## config.mk

```make
export PLATFORM = sky130hd
export DESIGN_NAME = frt_timer
export DESIGN_NICKNAME = d
export VERILOG_FILES = /design/src/hw/frt_pkg.sv /design/src/hw/frt_pin_sync.sv /design/src/hw/frt_timer.sv
export VERILOG_INCLUDE_DIRS = /design/src /design/src/hw
export SDC_FILE = /design/constraint.sdc
export NUM_CORES = 1
export LEC_CHECK = 0
export ABC_AREA = 1
export BUFFER_PORTS_ARGS = -buffer_cell sky130_fd_sc_hd__buf_4
export CAP_MARGIN = 20
export CORE_MARGIN = 2
export CORE_UTILIZATION = 55
export DETAILED_ROUTE_END_ITERATION = 8
export PLACE_DENSITY = 0.76
export SETUP_SLACK_MARGIN = 0.15
export SYNTH_ARGS = -nofsm -noshare
export SYNTH_HDL_FRONTEND = slang
export SYNTH_SLANG_ARGS = --single-unit
```

## constraint.sdc

```tcl
create_clock -name clk_sys -period 1.5 [get_ports clk_sys]
set_input_delay 0.3 -clock clk_sys [delete_from_list [all_inputs] [get_ports clk_sys]]
set_output_delay 0.3 -clock clk_sys [all_outputs]
set_load 0.1 [all_outputs]
```

## src/hw/frt_consts.svh

```systemverilog
`ifndef FRT_CONSTS_SVH
`define FRT_CONSTS_SVH

// ----------------------------------------------------------------------
// Register map (byte registers, 5-bit address)
// ----------------------------------------------------------------------
`define FRT_A_CNT_HI   5'h00
`define FRT_A_CNT_LO   5'h01
`define FRT_A_CAP_HI0  5'h02
`define FRT_A_SHR_HI   5'h08
`define FRT_A_SHR_LO   5'h09
`define FRT_A_CMP_HI0  5'h0a
`define FRT_A_FLAG     5'h12
`define FRT_A_MASK     5'h13
`define FRT_A_EDGE     5'h14
`define FRT_A_PULSE_ACC_CONTROL_REG    5'h15
`define FRT_A_PORT     5'h16
`define FRT_A_C1MASK   5'h17
`define FRT_A_C1DATA   5'h18
`define FRT_A_OVF      5'h19
`define FRT_A_OVF_EN   5'h1a
`define FRT_A_ACT      5'h1b

// ----------------------------------------------------------------------
// Field positions
// ----------------------------------------------------------------------
`define FRT_B_PRESC_LO 0
`define FRT_B_SEL      2
`define FRT_B_DIR3     3
`define FRT_B_DIR7     7
`define FRT_B_OVF      7

// ----------------------------------------------------------------------
// Reset values and counts
// ----------------------------------------------------------------------
`define FRT_RST_CMP    16'hffff
`define FRT_RST_BYTE   8'h00
`define FRT_CNT_MAX    16'hffff
`define FRT_DIV_1      4'h0
`define FRT_DIV_4      4'h3
`define FRT_DIV_8      4'h7
`define FRT_DIV_16     4'hf

`endif

```

## src/hw/frt_pkg.sv

```systemverilog
package frt_pkg;

  // Register bus request from the master
  typedef struct packed {
    logic [4:0] addr;
    logic [7:0] wdata;
    logic       wr;
    logic       rd;
  } frt_bus_t;

  // Port A pad drive
  typedef struct packed {
    logic [7:0] out;
    logic [7:0] oe;
  } frt_pad_t;

  // Pin synchroniser state
  typedef struct packed {
    logic [7:0] s1;
    logic [7:0] s2;
    logic [7:0] s3;
    logic [7:0] lvl;
    logic [3:0] evt;
  } frt_sync_t;

  // Timer state
  typedef struct packed {
    logic [3:0]       presc;
    logic             upd;
    logic [15:0]      cnt;
    logic             ovf;
    logic             ovf_en;
    logic [4:0][15:0] cmp;
    logic [7:0]       flag;
    logic [7:0]       mask;
    logic [7:0]       edge_ctl;
    logic [7:0]       pulse_acc_control_reg;
    logic [7:0]       port;
    logic [7:0]       c1m;
    logic [7:0]       c1d;
    logic [3:0]       act;
    logic [7:3]       pin;
    logic [4:0]       m1;
    logic [4:0]       m2;
    logic [3:0]       pend;
    logic [7:0]       rdata;
  } frt_state_t;

endpackage

```

## src/hw/frt_pin_sync.sv

```systemverilog
`timescale 1ns/10ps
`include "frt_consts.svh"

module frt_pin_sync (
  // Clock and reset
  input  wire logic       clk_sys,
  input  wire logic       rst_b,
  // Pins and edge selection
  input  wire logic [7:0] pa_in,
  input  wire logic [7:0] edge_ctl,
  // Stable levels and capture events
  output logic      [7:0] lvl,
  output logic      [3:0] evt
);
  import frt_pkg::*;

  frt_sync_t st_q;
  frt_sync_t st_d;

  // ----------------------------------------------------------------------
  // Three-stage sync, edge select per capture pin
  // ----------------------------------------------------------------------
  always_comb begin
    st_d     = st_q;
    st_d.s1  = pa_in;
    st_d.s2  = st_q.s1;
    st_d.s3  = st_q.s2;
    st_d.evt = 4'h0;
    for (int i = 0; i < 8; i++) begin
      if (st_q.s2[i] == st_q.s3[i]) begin
        st_d.lvl[i] = st_q.s3[i];
      end
    end
    for (int i = 0; i < 4; i++) begin
      if (st_d.lvl[i] != st_q.lvl[i]) begin
        st_d.evt[i] = (st_d.lvl[i] & edge_ctl[2*i]) |
                      (~st_d.lvl[i] & edge_ctl[2*i+1]);
      end
    end
  end

  // State register
  always_ff @(posedge clk_sys or negedge rst_b) begin
    if (!rst_b) begin
      st_q <= '0;
    end else begin
      st_q <= st_d;
    end
  end

  assign lvl = st_q.lvl;
  assign evt = st_q.evt;

  AST_EDGE_OFF: assert property (@(posedge clk_sys) disable iff (!rst_b)
    (edge_ctl[1:0] == 2'b00) |=> !evt[0])
    else $error("capture event with edge field disabled");

endmodule // frt_pin_sync

```

## src/hw/frt_timer.sv

```systemverilog
// Overview of operation
// - Prescaler divides clock by 1, 4, 8 or 16 per two select bits.
// - 16-bit counter starts at zero, wraps at all ones, sets overflow flag.
// - Software cannot reset, load or stop the counter.
// - Three captures, four compares, one shared channel, each with 16-bit register.
// - Each timer function has its own enable and its own request line.
// - Selected pin edge copies counter value into capture register.
// - Pin edges synchronised; capture taken while counter value stable.
// - Compare pin changes after a sync-like delay from the match.
// - Levels of pins 3..0 always readable in port data register.
// - Pins owned by a compare ignore port data writes.
// - Compare one drives any mix of pins 7..3 via mask and data.
// - Top pin serves as general I/O or compare one output.
// - Shared pin direction bit clears at reset, pin starts as input.
// - Select bit set gives fourth capture; clear (reset) gives fifth compare.
// - Shared pin driven as output with capture on: toggles cause captures.
// - Writes to shared register ignored while it acts as capture.
// - Two-bit edge field: off, rising, falling, any; cleared by reset.
// - High-byte capture read delays a capture one cycle, never loses it.
// - The three capture registers keep contents through reset, read as two bytes.
`timescale 1ns/10ps
`include "frt_consts.svh"

module frt_timer (
  // Clock and reset
  input  wire logic                 clk_sys,
  input  wire logic                 rst_b,
  // Register bus
  input  wire frt_pkg::frt_bus_t    bus_req,
  output logic               [7:0]  bus_rdata,
  // Port A pads
  input  wire logic          [7:0]  pa_in,
  output frt_pkg::frt_pad_t         pa_pad,
  // Interrupt requests: [7:0] channel flags, [8] overflow
  output logic               [8:0]  irq_req
);
  import frt_pkg::*;

  frt_state_t        st_q;
  frt_state_t        st_d;
  logic [2:0][15:0]  cap_q;
  logic [2:0]        cap_ld;
  logic [7:0]        pin_lvl;
  logic [3:0]        pin_evt;
  logic [3:0]        cap_req;
  logic [3:0]        cap_blk;
  logic [7:0]        flag_set;
  logic [7:0]        flag_clr;
  logic [4:0]        match;
  logic              tick;
  logic              sel_cap;

  // ----------------------------------------------------------------------
  // Helpers
  // ----------------------------------------------------------------------
  // Last prescaler count for a select value
  function automatic logic [3:0] frt_div_last(input logic [1:0] sel);
    unique case (sel)
      2'b00: frt_div_last = `FRT_DIV_1;
      2'b01: frt_div_last = `FRT_DIV_4;
      2'b10: frt_div_last = `FRT_DIV_8;
      2'b11: frt_div_last = `FRT_DIV_16;
    endcase
  endfunction

  // High or low byte of a 16-bit value
  function automatic logic [7:0] frt_byte(input logic [15:0] v, input logic lo);
    frt_byte = lo ? v[7:0] : v[15:8];
  endfunction

  // ----------------------------------------------------------------------
  // Pin synchroniser
  // ----------------------------------------------------------------------
  frt_pin_sync u_sync (
    .clk_sys  (clk_sys),
    .rst_b    (rst_b),
    .pa_in    (pa_in),
    .edge_ctl (st_q.edge_ctl),
    .lvl      (pin_lvl),
    .evt      (pin_evt)
  );

  assign sel_cap = st_q.pulse_acc_control_reg[`FRT_B_SEL];
  assign tick    = (st_q.presc == frt_div_last(st_q.pulse_acc_control_reg[1:0]));

  // Capture requests, held over one cycle by a high-byte read
  always_comb begin
    cap_req = {pin_evt[3] & sel_cap, pin_evt[2:0]} | st_q.pend;
    for (int i = 0; i < 4; i++) begin
      cap_blk[i] = bus_req.rd &&
                   (bus_req.addr == 5'(`FRT_A_CAP_HI0 + 2 * i));
    end
    cap_ld = cap_req[2:0] & ~cap_blk[2:0];
  end

  // Compare matches on each fresh counter value
  always_comb begin
    for (int i = 0; i < 5; i++) begin
      match[i] = st_q.upd && (st_q.cnt == st_q.cmp[i]);
    end
    match[4] = match[4] && !sel_cap;
  end

  // Flag set and write-one-to-clear
  always_comb begin
    flag_set    = {match[3:0], 1'b0, cap_ld};
    flag_set[3] = sel_cap ? (cap_req[3] & ~cap_blk[3]) : match[4];
    flag_clr    = (bus_req.wr && bus_req.addr == `FRT_A_FLAG) ? bus_req.wdata
                                                             : 8'h00;
  end

  // ----------------------------------------------------------------------
  // Next state
  // ----------------------------------------------------------------------
  always_comb begin
    st_d      = st_q;
    st_d.upd  = 1'b0;
    st_d.presc = tick ? 4'h0 : 4'(st_q.presc + 4'h1);
    // Counter runs free and has no write path
    if (tick) begin
      st_d.cnt = 16'(st_q.cnt + 16'h1);
      st_d.upd = 1'b1;
    end
    if (tick && st_q.cnt == `FRT_CNT_MAX) begin
      st_d.ovf = 1'b1;
    end else if (bus_req.wr && bus_req.addr == `FRT_A_OVF &&
                 bus_req.wdata[`FRT_B_OVF]) begin
      st_d.ovf = 1'b0;
    end
    st_d.flag = (st_q.flag & ~flag_clr) | flag_set;
    st_d.pend = cap_req & cap_blk;
    if (cap_req[3] && !cap_blk[3] && sel_cap) begin
      st_d.cmp[4] = st_q.cnt;
    end
    // Compare pin action three cycles after the match
    st_d.m1 = match;
    st_d.m2 = st_q.m1;
    for (int i = 0; i < 4; i++) begin
      if (st_q.m2[i + 1] && st_q.act[i]) begin
        st_d.pin[6 - i] = ~st_q.pin[6 - i];
      end
    end
    if (st_q.m2[0]) begin
      for (int b = 3; b < 8; b++) begin
        if (st_q.c1m[b]) begin
          st_d.pin[b] = st_q.c1d[b];
        end
      end
    end
    // Register writes
    if (bus_req.wr) begin
      for (int i = 0; i < 4; i++) begin
        if (bus_req.addr == 5'(`FRT_A_CMP_HI0 + 2 * i)) begin
          st_d.cmp[i][15:8] = bus_req.wdata;
        end
        if (bus_req.addr == 5'(`FRT_A_CMP_HI0 + 2 * i + 1)) begin
          st_d.cmp[i][7:0] = bus_req.wdata;
        end
      end
      unique case (bus_req.addr)
        `FRT_A_SHR_HI: begin
          if (!sel_cap) begin
            st_d.cmp[4][15:8] = bus_req.wdata;
          end
        end
        `FRT_A_SHR_LO: begin
          if (!sel_cap) begin
            st_d.cmp[4][7:0] = bus_req.wdata;
          end
        end
        `FRT_A_MASK:   st_d.mask     = bus_req.wdata;
        `FRT_A_EDGE:   st_d.edge_ctl = bus_req.wdata;
        `FRT_A_PULSE_ACC_CONTROL_REG:  st_d.pulse_acc_control_reg    = bus_req.wdata;
        `FRT_A_PORT:   st_d.port     = bus_req.wdata;
        `FRT_A_C1MASK: st_d.c1m      = bus_req.wdata;
        `FRT_A_C1DATA: st_d.c1d      = bus_req.wdata;
        `FRT_A_OVF_EN: st_d.ovf_en   = bus_req.wdata[`FRT_B_OVF];
        `FRT_A_ACT:    st_d.act      = bus_req.wdata[3:0];
        default: ;
      endcase
    end
    // Read data, one cycle after the strobe
    st_d.rdata = 8'h00;
    if (bus_req.rd) begin
      for (int i = 0; i < 3; i++) begin
        if (bus_req.addr[4:1] == 4'(i + 1)) begin
          st_d.rdata = frt_byte(cap_q[i], bus_req.addr[0]);
        end
      end
      // Shared register sits just below the four compare registers
      for (int i = 0; i < 4; i++) begin
        if (bus_req.addr[4:1] == 4'(i + 5)) begin
          st_d.rdata = frt_byte(st_q.cmp[i], bus_req.addr[0]);
        end
      end
      if (bus_req.addr[4:1] == 4'h4) begin
        st_d.rdata = frt_byte(st_q.cmp[4], bus_req.addr[0]);
      end
      unique case (bus_req.addr)
        `FRT_A_CNT_HI: st_d.rdata = st_q.cnt[15:8];
        `FRT_A_CNT_LO: st_d.rdata = st_q.cnt[7:0];
        `FRT_A_FLAG:   st_d.rdata = st_q.flag;
        `FRT_A_MASK:   st_d.rdata = st_q.mask;
        `FRT_A_EDGE:   st_d.rdata = st_q.edge_ctl;
        `FRT_A_PULSE_ACC_CONTROL_REG:  st_d.rdata = st_q.pulse_acc_control_reg;
        `FRT_A_PORT:   st_d.rdata = pin_lvl;
        `FRT_A_C1MASK: st_d.rdata = st_q.c1m;
        `FRT_A_C1DATA: st_d.rdata = st_q.c1d;
        `FRT_A_OVF:    st_d.rdata = {st_q.ovf, 7'h00};
        `FRT_A_OVF_EN: st_d.rdata = {st_q.ovf_en, 7'h00};
        `FRT_A_ACT:    st_d.rdata = {4'h0, st_q.act};
        default: ;
      endcase
    end
  end

  // ----------------------------------------------------------------------
  // State registers
  // ----------------------------------------------------------------------
  always_ff @(posedge clk_sys or negedge rst_b) begin
    if (!rst_b) begin
      st_q     <= '0;
      st_q.cmp <= {5{`FRT_RST_CMP}};
    end else begin
      st_q <= st_d;
    end
  end

  // Capture latches, untouched by reset
  always_ff @(posedge clk_sys) begin
    for (int i = 0; i < 3; i++) begin
      if (cap_ld[i]) begin
        cap_q[i] <= st_q.cnt;
      end
    end
  end

  // ----------------------------------------------------------------------
  // Pads and requests
  // ----------------------------------------------------------------------
  always_comb begin
    pa_pad.out = st_q.port;
    pa_pad.oe  = {st_q.pulse_acc_control_reg[`FRT_B_DIR7], 3'b111, st_q.pulse_acc_control_reg[`FRT_B_DIR3], 3'b000};
    for (int i = 0; i < 4; i++) begin
      if ((st_q.act[i] && !(i == 3 && sel_cap)) || st_q.c1m[6 - i]) begin
        pa_pad.out[6 - i] = st_q.pin[6 - i];
      end
    end
    if (st_q.c1m[7]) begin
      pa_pad.out[7] = st_q.pin[7];
    end
  end

  assign bus_rdata = st_q.rdata;
  assign irq_req   = {st_q.ovf & st_q.ovf_en, st_q.flag & st_q.mask};

  // ----------------------------------------------------------------------
  // Checks
  // ----------------------------------------------------------------------
  AST_WRAP: assert property (@(posedge clk_sys) disable iff (!rst_b)
    (tick && st_q.cnt == `FRT_CNT_MAX) |=> (st_q.cnt == 16'h0000) && st_q.ovf)
    else $error("counter wrap did not clear count and set overflow");

  AST_DIV4: assert property (@(posedge clk_sys) disable iff (!rst_b)
    (tick && st_q.pulse_acc_control_reg[1:0] == 2'b01) ##1 (st_q.pulse_acc_control_reg[1:0] == 2'b01)[*3]
    |=> tick)
    else $error("divide by four tick spacing wrong");

  AST_NO_LOAD: assert property (@(posedge clk_sys) disable iff (!rst_b)
    !tick |=> $stable(st_q.cnt))
    else $error("counter changed without a prescaler tick");

  AST_CAPTURE: assert property (@(posedge clk_sys) disable iff (!rst_b)
    cap_ld[0] |=> cap_q[0] == $past(st_q.cnt))
    else $error("capture did not latch the counter");

  AST_HOLD_CAP: assert property (@(posedge clk_sys) disable iff (!rst_b)
    (cap_req[0] && cap_blk[0]) |=> cap_ld[0])
    else $error("blocked capture was not retried next cycle");

  AST_SHR_RO: assert property (@(posedge clk_sys) disable iff (!rst_b)
    (sel_cap && !cap_req[3]) |=> $stable(st_q.cmp[4]))
    else $error("shared register changed while acting as capture");

  AST_OVF_STICKY: assert property (@(posedge clk_sys) disable iff (!rst_b)
    (st_q.ovf && !(bus_req.wr && bus_req.addr == `FRT_A_OVF)) |=> st_q.ovf)
    else $error("overflow flag dropped without a clear");

  AST_CMP_DELAY: assert property (@(posedge clk_sys) disable iff (!rst_b)
    (match[1] && st_q.act[0]) ##2
    (st_q.act[0] && !(st_q.m2[0] && st_q.c1m[6])) |=> (st_q.pin[6] != $past(st_q.pin[6])))
    else $error("compare pin did not toggle three cycles after match");

  AST_PORT_RD: assert property (@(posedge clk_sys) disable iff (!rst_b)
    (bus_req.rd && bus_req.addr == `FRT_A_PORT) |=> bus_rdata == $past(pin_lvl))
    else $error("port read does not show pin levels");

  AST_FLAG_SET: assert property (@(posedge clk_sys) disable iff (!rst_b)
    cap_ld[1] |=> st_q.flag[1])
    else $error("capture flag not set");

  AST_DIV1: assert property (@(posedge clk_sys) disable iff (!rst_b)
    (tick && st_q.pulse_acc_control_reg[1:0] == 2'b00) |=> (tick || st_q.pulse_acc_control_reg[1:0] != 2'b00))
    else $error("divide by one missed a tick");

  AST_DIV8: assert property (@(posedge clk_sys) disable iff (!rst_b)
    (tick && st_q.pulse_acc_control_reg[1:0] == 2'b10) ##1 (st_q.pulse_acc_control_reg[1:0] == 2'b10)[*7]
    |=> tick)
    else $error("divide by eight tick spacing wrong");

  AST_CNT_STEP: assert property (@(posedge clk_sys) disable iff (!rst_b)
    tick |=> (st_q.cnt == 16'($past(st_q.cnt) + 16'h1)))
    else $error("counter did not step by one on a tick");

  AST_OWNED_PIN: assert property (@(posedge clk_sys) disable iff (!rst_b)
    st_q.act[0] |-> (pa_pad.out[6] == st_q.pin[6]))
    else $error("owned pin follows port data");

  AST_PIN7_DATA: assert property (@(posedge clk_sys) disable iff (!rst_b)
    !st_q.c1m[7] |-> (pa_pad.out[7] == st_q.port[7]))
    else $error("top pin not showing port data");

  AST_SHR_CAP: assert property (@(posedge clk_sys) disable iff (!rst_b)
    (sel_cap && cap_req[3] && !cap_blk[3]) |=> (st_q.cmp[4] == $past(st_q.cnt)))
    else $error("fourth capture did not latch the counter");

  AST_FIFTH_OFF: assert property (@(posedge clk_sys) disable iff (!rst_b)
    $past(sel_cap) |-> !st_q.m1[4])
    else $error("fifth compare matched while channel captures");

  AST_CMP_FLAG: assert property (@(posedge clk_sys) disable iff (!rst_b)
    match[1] |=> st_q.flag[5])
    else $error("compare flag not set on match");

  AST_FLAG_CLR: assert property (@(posedge clk_sys) disable iff (!rst_b)
    (flag_clr[0] && !flag_set[0]) |=> !st_q.flag[0])
    else $error("capture flag not cleared by write of one");

  AST_C1_DATA: assert property (@(posedge clk_sys) disable iff (!rst_b)
    (st_q.m2[0] && st_q.c1m[5]) |=> (st_q.pin[5] == $past(st_q.c1d[5])))
    else $error("compare one data not placed on masked pin");

endmodule // frt_timer

```

==> key figures <==
Global routing
  – Vias in the first global route: 12,390
  – Largest net degree at the start of global routing: 83
  – M3 GR Usage: 0.08283
  – Total GRT Usage: 0.3939
  – Global-route wire length before repair: 75.43 mm
  – Met1 Usage GRT: 0.5547
  – Global routing's busiest layer: met2
  – Total grt overflow: 0
  – Number of antenna violations at the first check in global routing: 1
  – Global routing met2 resource utilization: 0.5875

Clock network
  – Number of sinks driven by the clock tree: 274
  – Clock latency at the later pin of the worst-skew pair: 570 ps
  – Number of buffers on the longest clock path: 3
  – Clock tree from TritonCTS: built
  – Number of buffers added by the clock tree synthesis step: 28
  – Clock root buffer master: sky130_fd_sc_hd__clkbuf_16
  – Number of H-tree levels: 1
  – Clock transition at path regs: 70 ps

Logic synthesis
  – Biggest area consumer among synthesized cells: sky130_fd_sc_hd__dfrtp_1
  – Async S/R FF share, synth: 0.8248
  – Top-area cell type share of the netlist area: 0.2757
  – Number of flip-flops and latches in the synthesized netlist: 274
  – Synth Cell Area: 0.01325 mm^2
  – Cells taking the most area after synthesis: sky130_fd_sc_hd__dfrtp_1 (28%), sky130_fd_sc_hd__dfstp_2 (16%), sky130_fd_sc_hd__nand2_1 (12%), sky130_fd_sc_hd__edfxtp_1 (11%), sky130_fd_sc_hd__o21ai_0 (6.6%)
  – Most common flop cell mapped by yosys: sky130_fd_sc_hd__dfrtp_1
  – Total of warnings raised by yosys: 0
  – Number of flops mapped to enable cells by yosys: 48
  – Mapped Cells: 1,514
  – Count of unique library cells instantiated by Yosys: 49
  – Sequential fraction of the synthesis area: 0.5432
  – Syn Area/Cell: 8.752 um^2

STA
  – Worst setup margin: -465.6 ps
  – Final setup fails: 63
  – Fin crit share: 1.310
  – Setup clock skew after layout: 19.29 ps
  – Hold WS: 18.92 ps
  – Total Neg Setup Slack: -7214 ps
  – Final Critical Period: 1966 ps
  – Setup repair after global routing missed its margin: yes
  – Final Hold Vio Count: 0
  – Max frequency: 508.8 MHz
  – Final Slew Violations: 0

Floorplanning
  – Cell Rows: 56
  – Initial core utilization: 0.5628
  – Height of the die: 159.2 um
  – Core area: 0.02354 mm^2
  – Die ar.: 0.02535 mm^2
  – Ports: 58
  – Die width: 159.2 um

Final layout
  – # nets final: 1,859
  – Most common library cell in the layout ignoring fill and taps: sky130_fd_sc_hd__nand2_1
  – Diode count: 0
  – Commonest non-fill, non-tap cells in the layout: sky130_fd_sc_hd__nand2_1 (361), sky130_fd_sc_hd__buf_4 (242), sky130_fd_sc_hd__o21ai_0 (134)
  – Finished Cell Area: 0.01910 mm^2
  – Proportion of layout cells with a drive suffix above 1: 0.4169
  – Layout area overhead: 44.15%
  – Number of fill cells: 1,374

Critical path
  – Worst setup SP type: flop
  – Source of the worst register-to-register timing path: st_q[172]$_DFFE_PN0P_
  – Peak fanout along the critical path: 2
  – Reg2reg path depth: 5
  – Slowest cell on crit path: sky130_fd_sc_hd__dfrtp_1
  – Critical path's top delay family: flip-flops
  – WS Path Type: reg -> out
  – Cell-by-cell trace of the critical path: nor2_2, mux2_4, buf_12
  – Endpoint type of the worst setup path: output port
  – End point of the critical path: pa_pad[13]
  – Arr. time, crit path: 1670 ps
  – Crit path buf inv count: 1
  – Setup slack of the most critical reg-to-reg path: -330 ps
  – Crit. path cell count: 3
  – Required time of the critical path: 1200 ps
  – CP Launch Point: st_q[44]$_DFFE_PN0P_
  – Crit path largest cell delay: 410 ps
  – Terminus of the critical flop-to-flop path: st_q[82]$_DFF_PN0_

Place
  – Post-place instance area: 0.01562 mm^2
  – Placer's final routability congestion estimate: 1.078
  – # port buffers: 51
  – HPWL after detailed placement: 34.38 mm

Hold path
  – Worst min-delay path category: in -> reg

Power
  – LEAKAGE: 0.008585 uW
  – PD cells: 1482 mW/mm^2
  – Maximum ir drop on the vdd rail: 1.362 mV

Route
  – Routed length per instance: 25.40 um
  – Total wirelength of the detailed-routed design: 55.19 mm
  – Detail Route Antenna Nets: 0
  – Number of detailed-routing iterations run before antenna repair: 6
  – Via count: 13,490
  – Vias per Instance: 6.206
  – Number of violations reported at the end of detailed-routing iteration 0: 1,859
  – DRC violations left: 0

Outcome
  – Run status: complete, but fails checks
  – Violated checks: negative setup slack

Flow run
  – Maximum capacitance violations: 0
[repair_timing]
item	4_1_cts	5_1_grt
pin swaps	68	76
hold buffers	10	0
setup buffers	45	34
gates resized for setup	302	180
cloned	1	4
hold endpoints to repair	97	0
setup endpoints to repair	82	98
[area by class of cell]
class                      instances  area [um^2]  area share
sequential                       274         7216      0.3778
clock inverter                    12        171.4    0.008975
timing repair buffer             361         3661      0.1917
clock buffer                      40        817.0     0.04278
inverter                         127        550.5     0.02882
multi-input combinational       1039         6274      0.3285
tap                              319        399.1     0.02090
timing repair inverter             1        11.26   0.0005896
[worst min-delay path by stage]
stage                                    from                         to  slack, ps  depth (start not counted)
finish                             bus_req[2]        st_q[159]$_DFF_PN1_         20                          3
global route                       bus_req[2]        st_q[159]$_DFF_PN1_         30                          3
CTS                                bus_req[6]        st_q[155]$_DFF_PN1_          2                          3
detailed placement  u_sync.st_d[26]$_DFF_PN0_  u_sync.st_d[18]$_DFF_PN0_        330                          0
global placement    u_sync.st_d[26]$_DFF_PN0_  u_sync.st_d[18]$_DFF_PN0_        330                          0
floorplan                               rst_b     bus_rdata[0]$_DFF_PN0_          4                          0
[cells by family (layout without fill, tap and decap cells)]
group                    after synthesis  count (layout)  share of synthesized area
AO/OA/AOI/OAI                        327             327                     0.1365
XOR/XNOR                              49              49                    0.03239
adder cells (fa/ha/maj)                6               6                   0.004910
buffers and inverters                208             541                    0.06988
flip-flops                           274             274                     0.5432
multiplexers                           6               6                   0.005004
other                                  2               6                  0.0005668
AND/OR/NAND/NOR                      642             645                     0.2076
[routing by layer]
layer	up-vias	routed length, um
met2	1054	24530
met1	6515	20300
li1	5641	-
met4	2	3807
met3	273	6552
met5	-	7
[synth_stat cells (7+ instances only)]
cell type,instances
sky130_fd_sc_hd__nand2_1,408
sky130_fd_sc_hd__o21ai_0,174
sky130_fd_sc_hd__dfrtp_1,146
sky130_fd_sc_hd__inv_1,113
sky130_fd_sc_hd__nor2_1,99
sky130_fd_sc_hd__dfstp_2,80
sky130_fd_sc_hd__a21oi_1,54
sky130_fd_sc_hd__nand3_1,49
sky130_fd_sc_hd__edfxtp_1,48
sky130_fd_sc_hd__xor2_1,43
sky130_fd_sc_hd__o22ai_1,39
sky130_fd_sc_hd__clkbuf_1,30
sky130_fd_sc_hd__buf_2,25
sky130_fd_sc_hd__buf_4,23
sky130_fd_sc_hd__nor3_1,20
sky130_fd_sc_hd__o21ai_1,18
sky130_fd_sc_hd__nand4_1,15
sky130_fd_sc_hd__o211ai_1,14
sky130_fd_sc_hd__nor2_2,11
sky130_fd_sc_hd__nand2_2,9
sky130_fd_sc_hd__or2_2,8
sky130_fd_sc_hd__inv_2,7
[flip-flops by register name (all words and copies together), names as in the netlist]
signal / flops
sel_cap: 1
u_sync.st_q: 8
cap_q: 48
u_sync.st_d: 16
st_q: 171
bus_rdata: 8
pa_pad: 5
st_d: 5
u_sync.lvl: 8
u_sync.evt: 4
[worst reg2reg max path, cell delays in order, from the launching register on]
cell and delay (ps):
sky130_fd_sc_hd__dfrtp_2 520, sky130_fd_sc_hd__buf_4 220, sky130_fd_sc_hd__xor2_1 180, sky130_fd_sc_hd__nor3_1 330
sky130_fd_sc_hd__nand3_1 280, sky130_fd_sc_hd__o21bai_1 220
[report_power, final]
group          leakage [uW]  switching, uW  internal [uW]
sequential          0.00312           1360           9250
clock              0.000486           3090           4480
combinational       0.00498           5790           4340
[stage by stage]
step | setup slack, ps | total power (uW) | cells | utilization
global route | -504.1 | 28990 | 2173 | 0.8113
finish | -465.6 | 28310 | 2173 | 0.8113
CTS | -449.8 | 26490 | 2135 | 0.7678
detailed placement | -505.2 | 17220 | 2027 | 0.6633
global placement | -492.9 | 17050 | 2027 | 0.6633
floorplan | 85.45 | 14180 | 1518 | -
(Power assumes the default switching activity.)
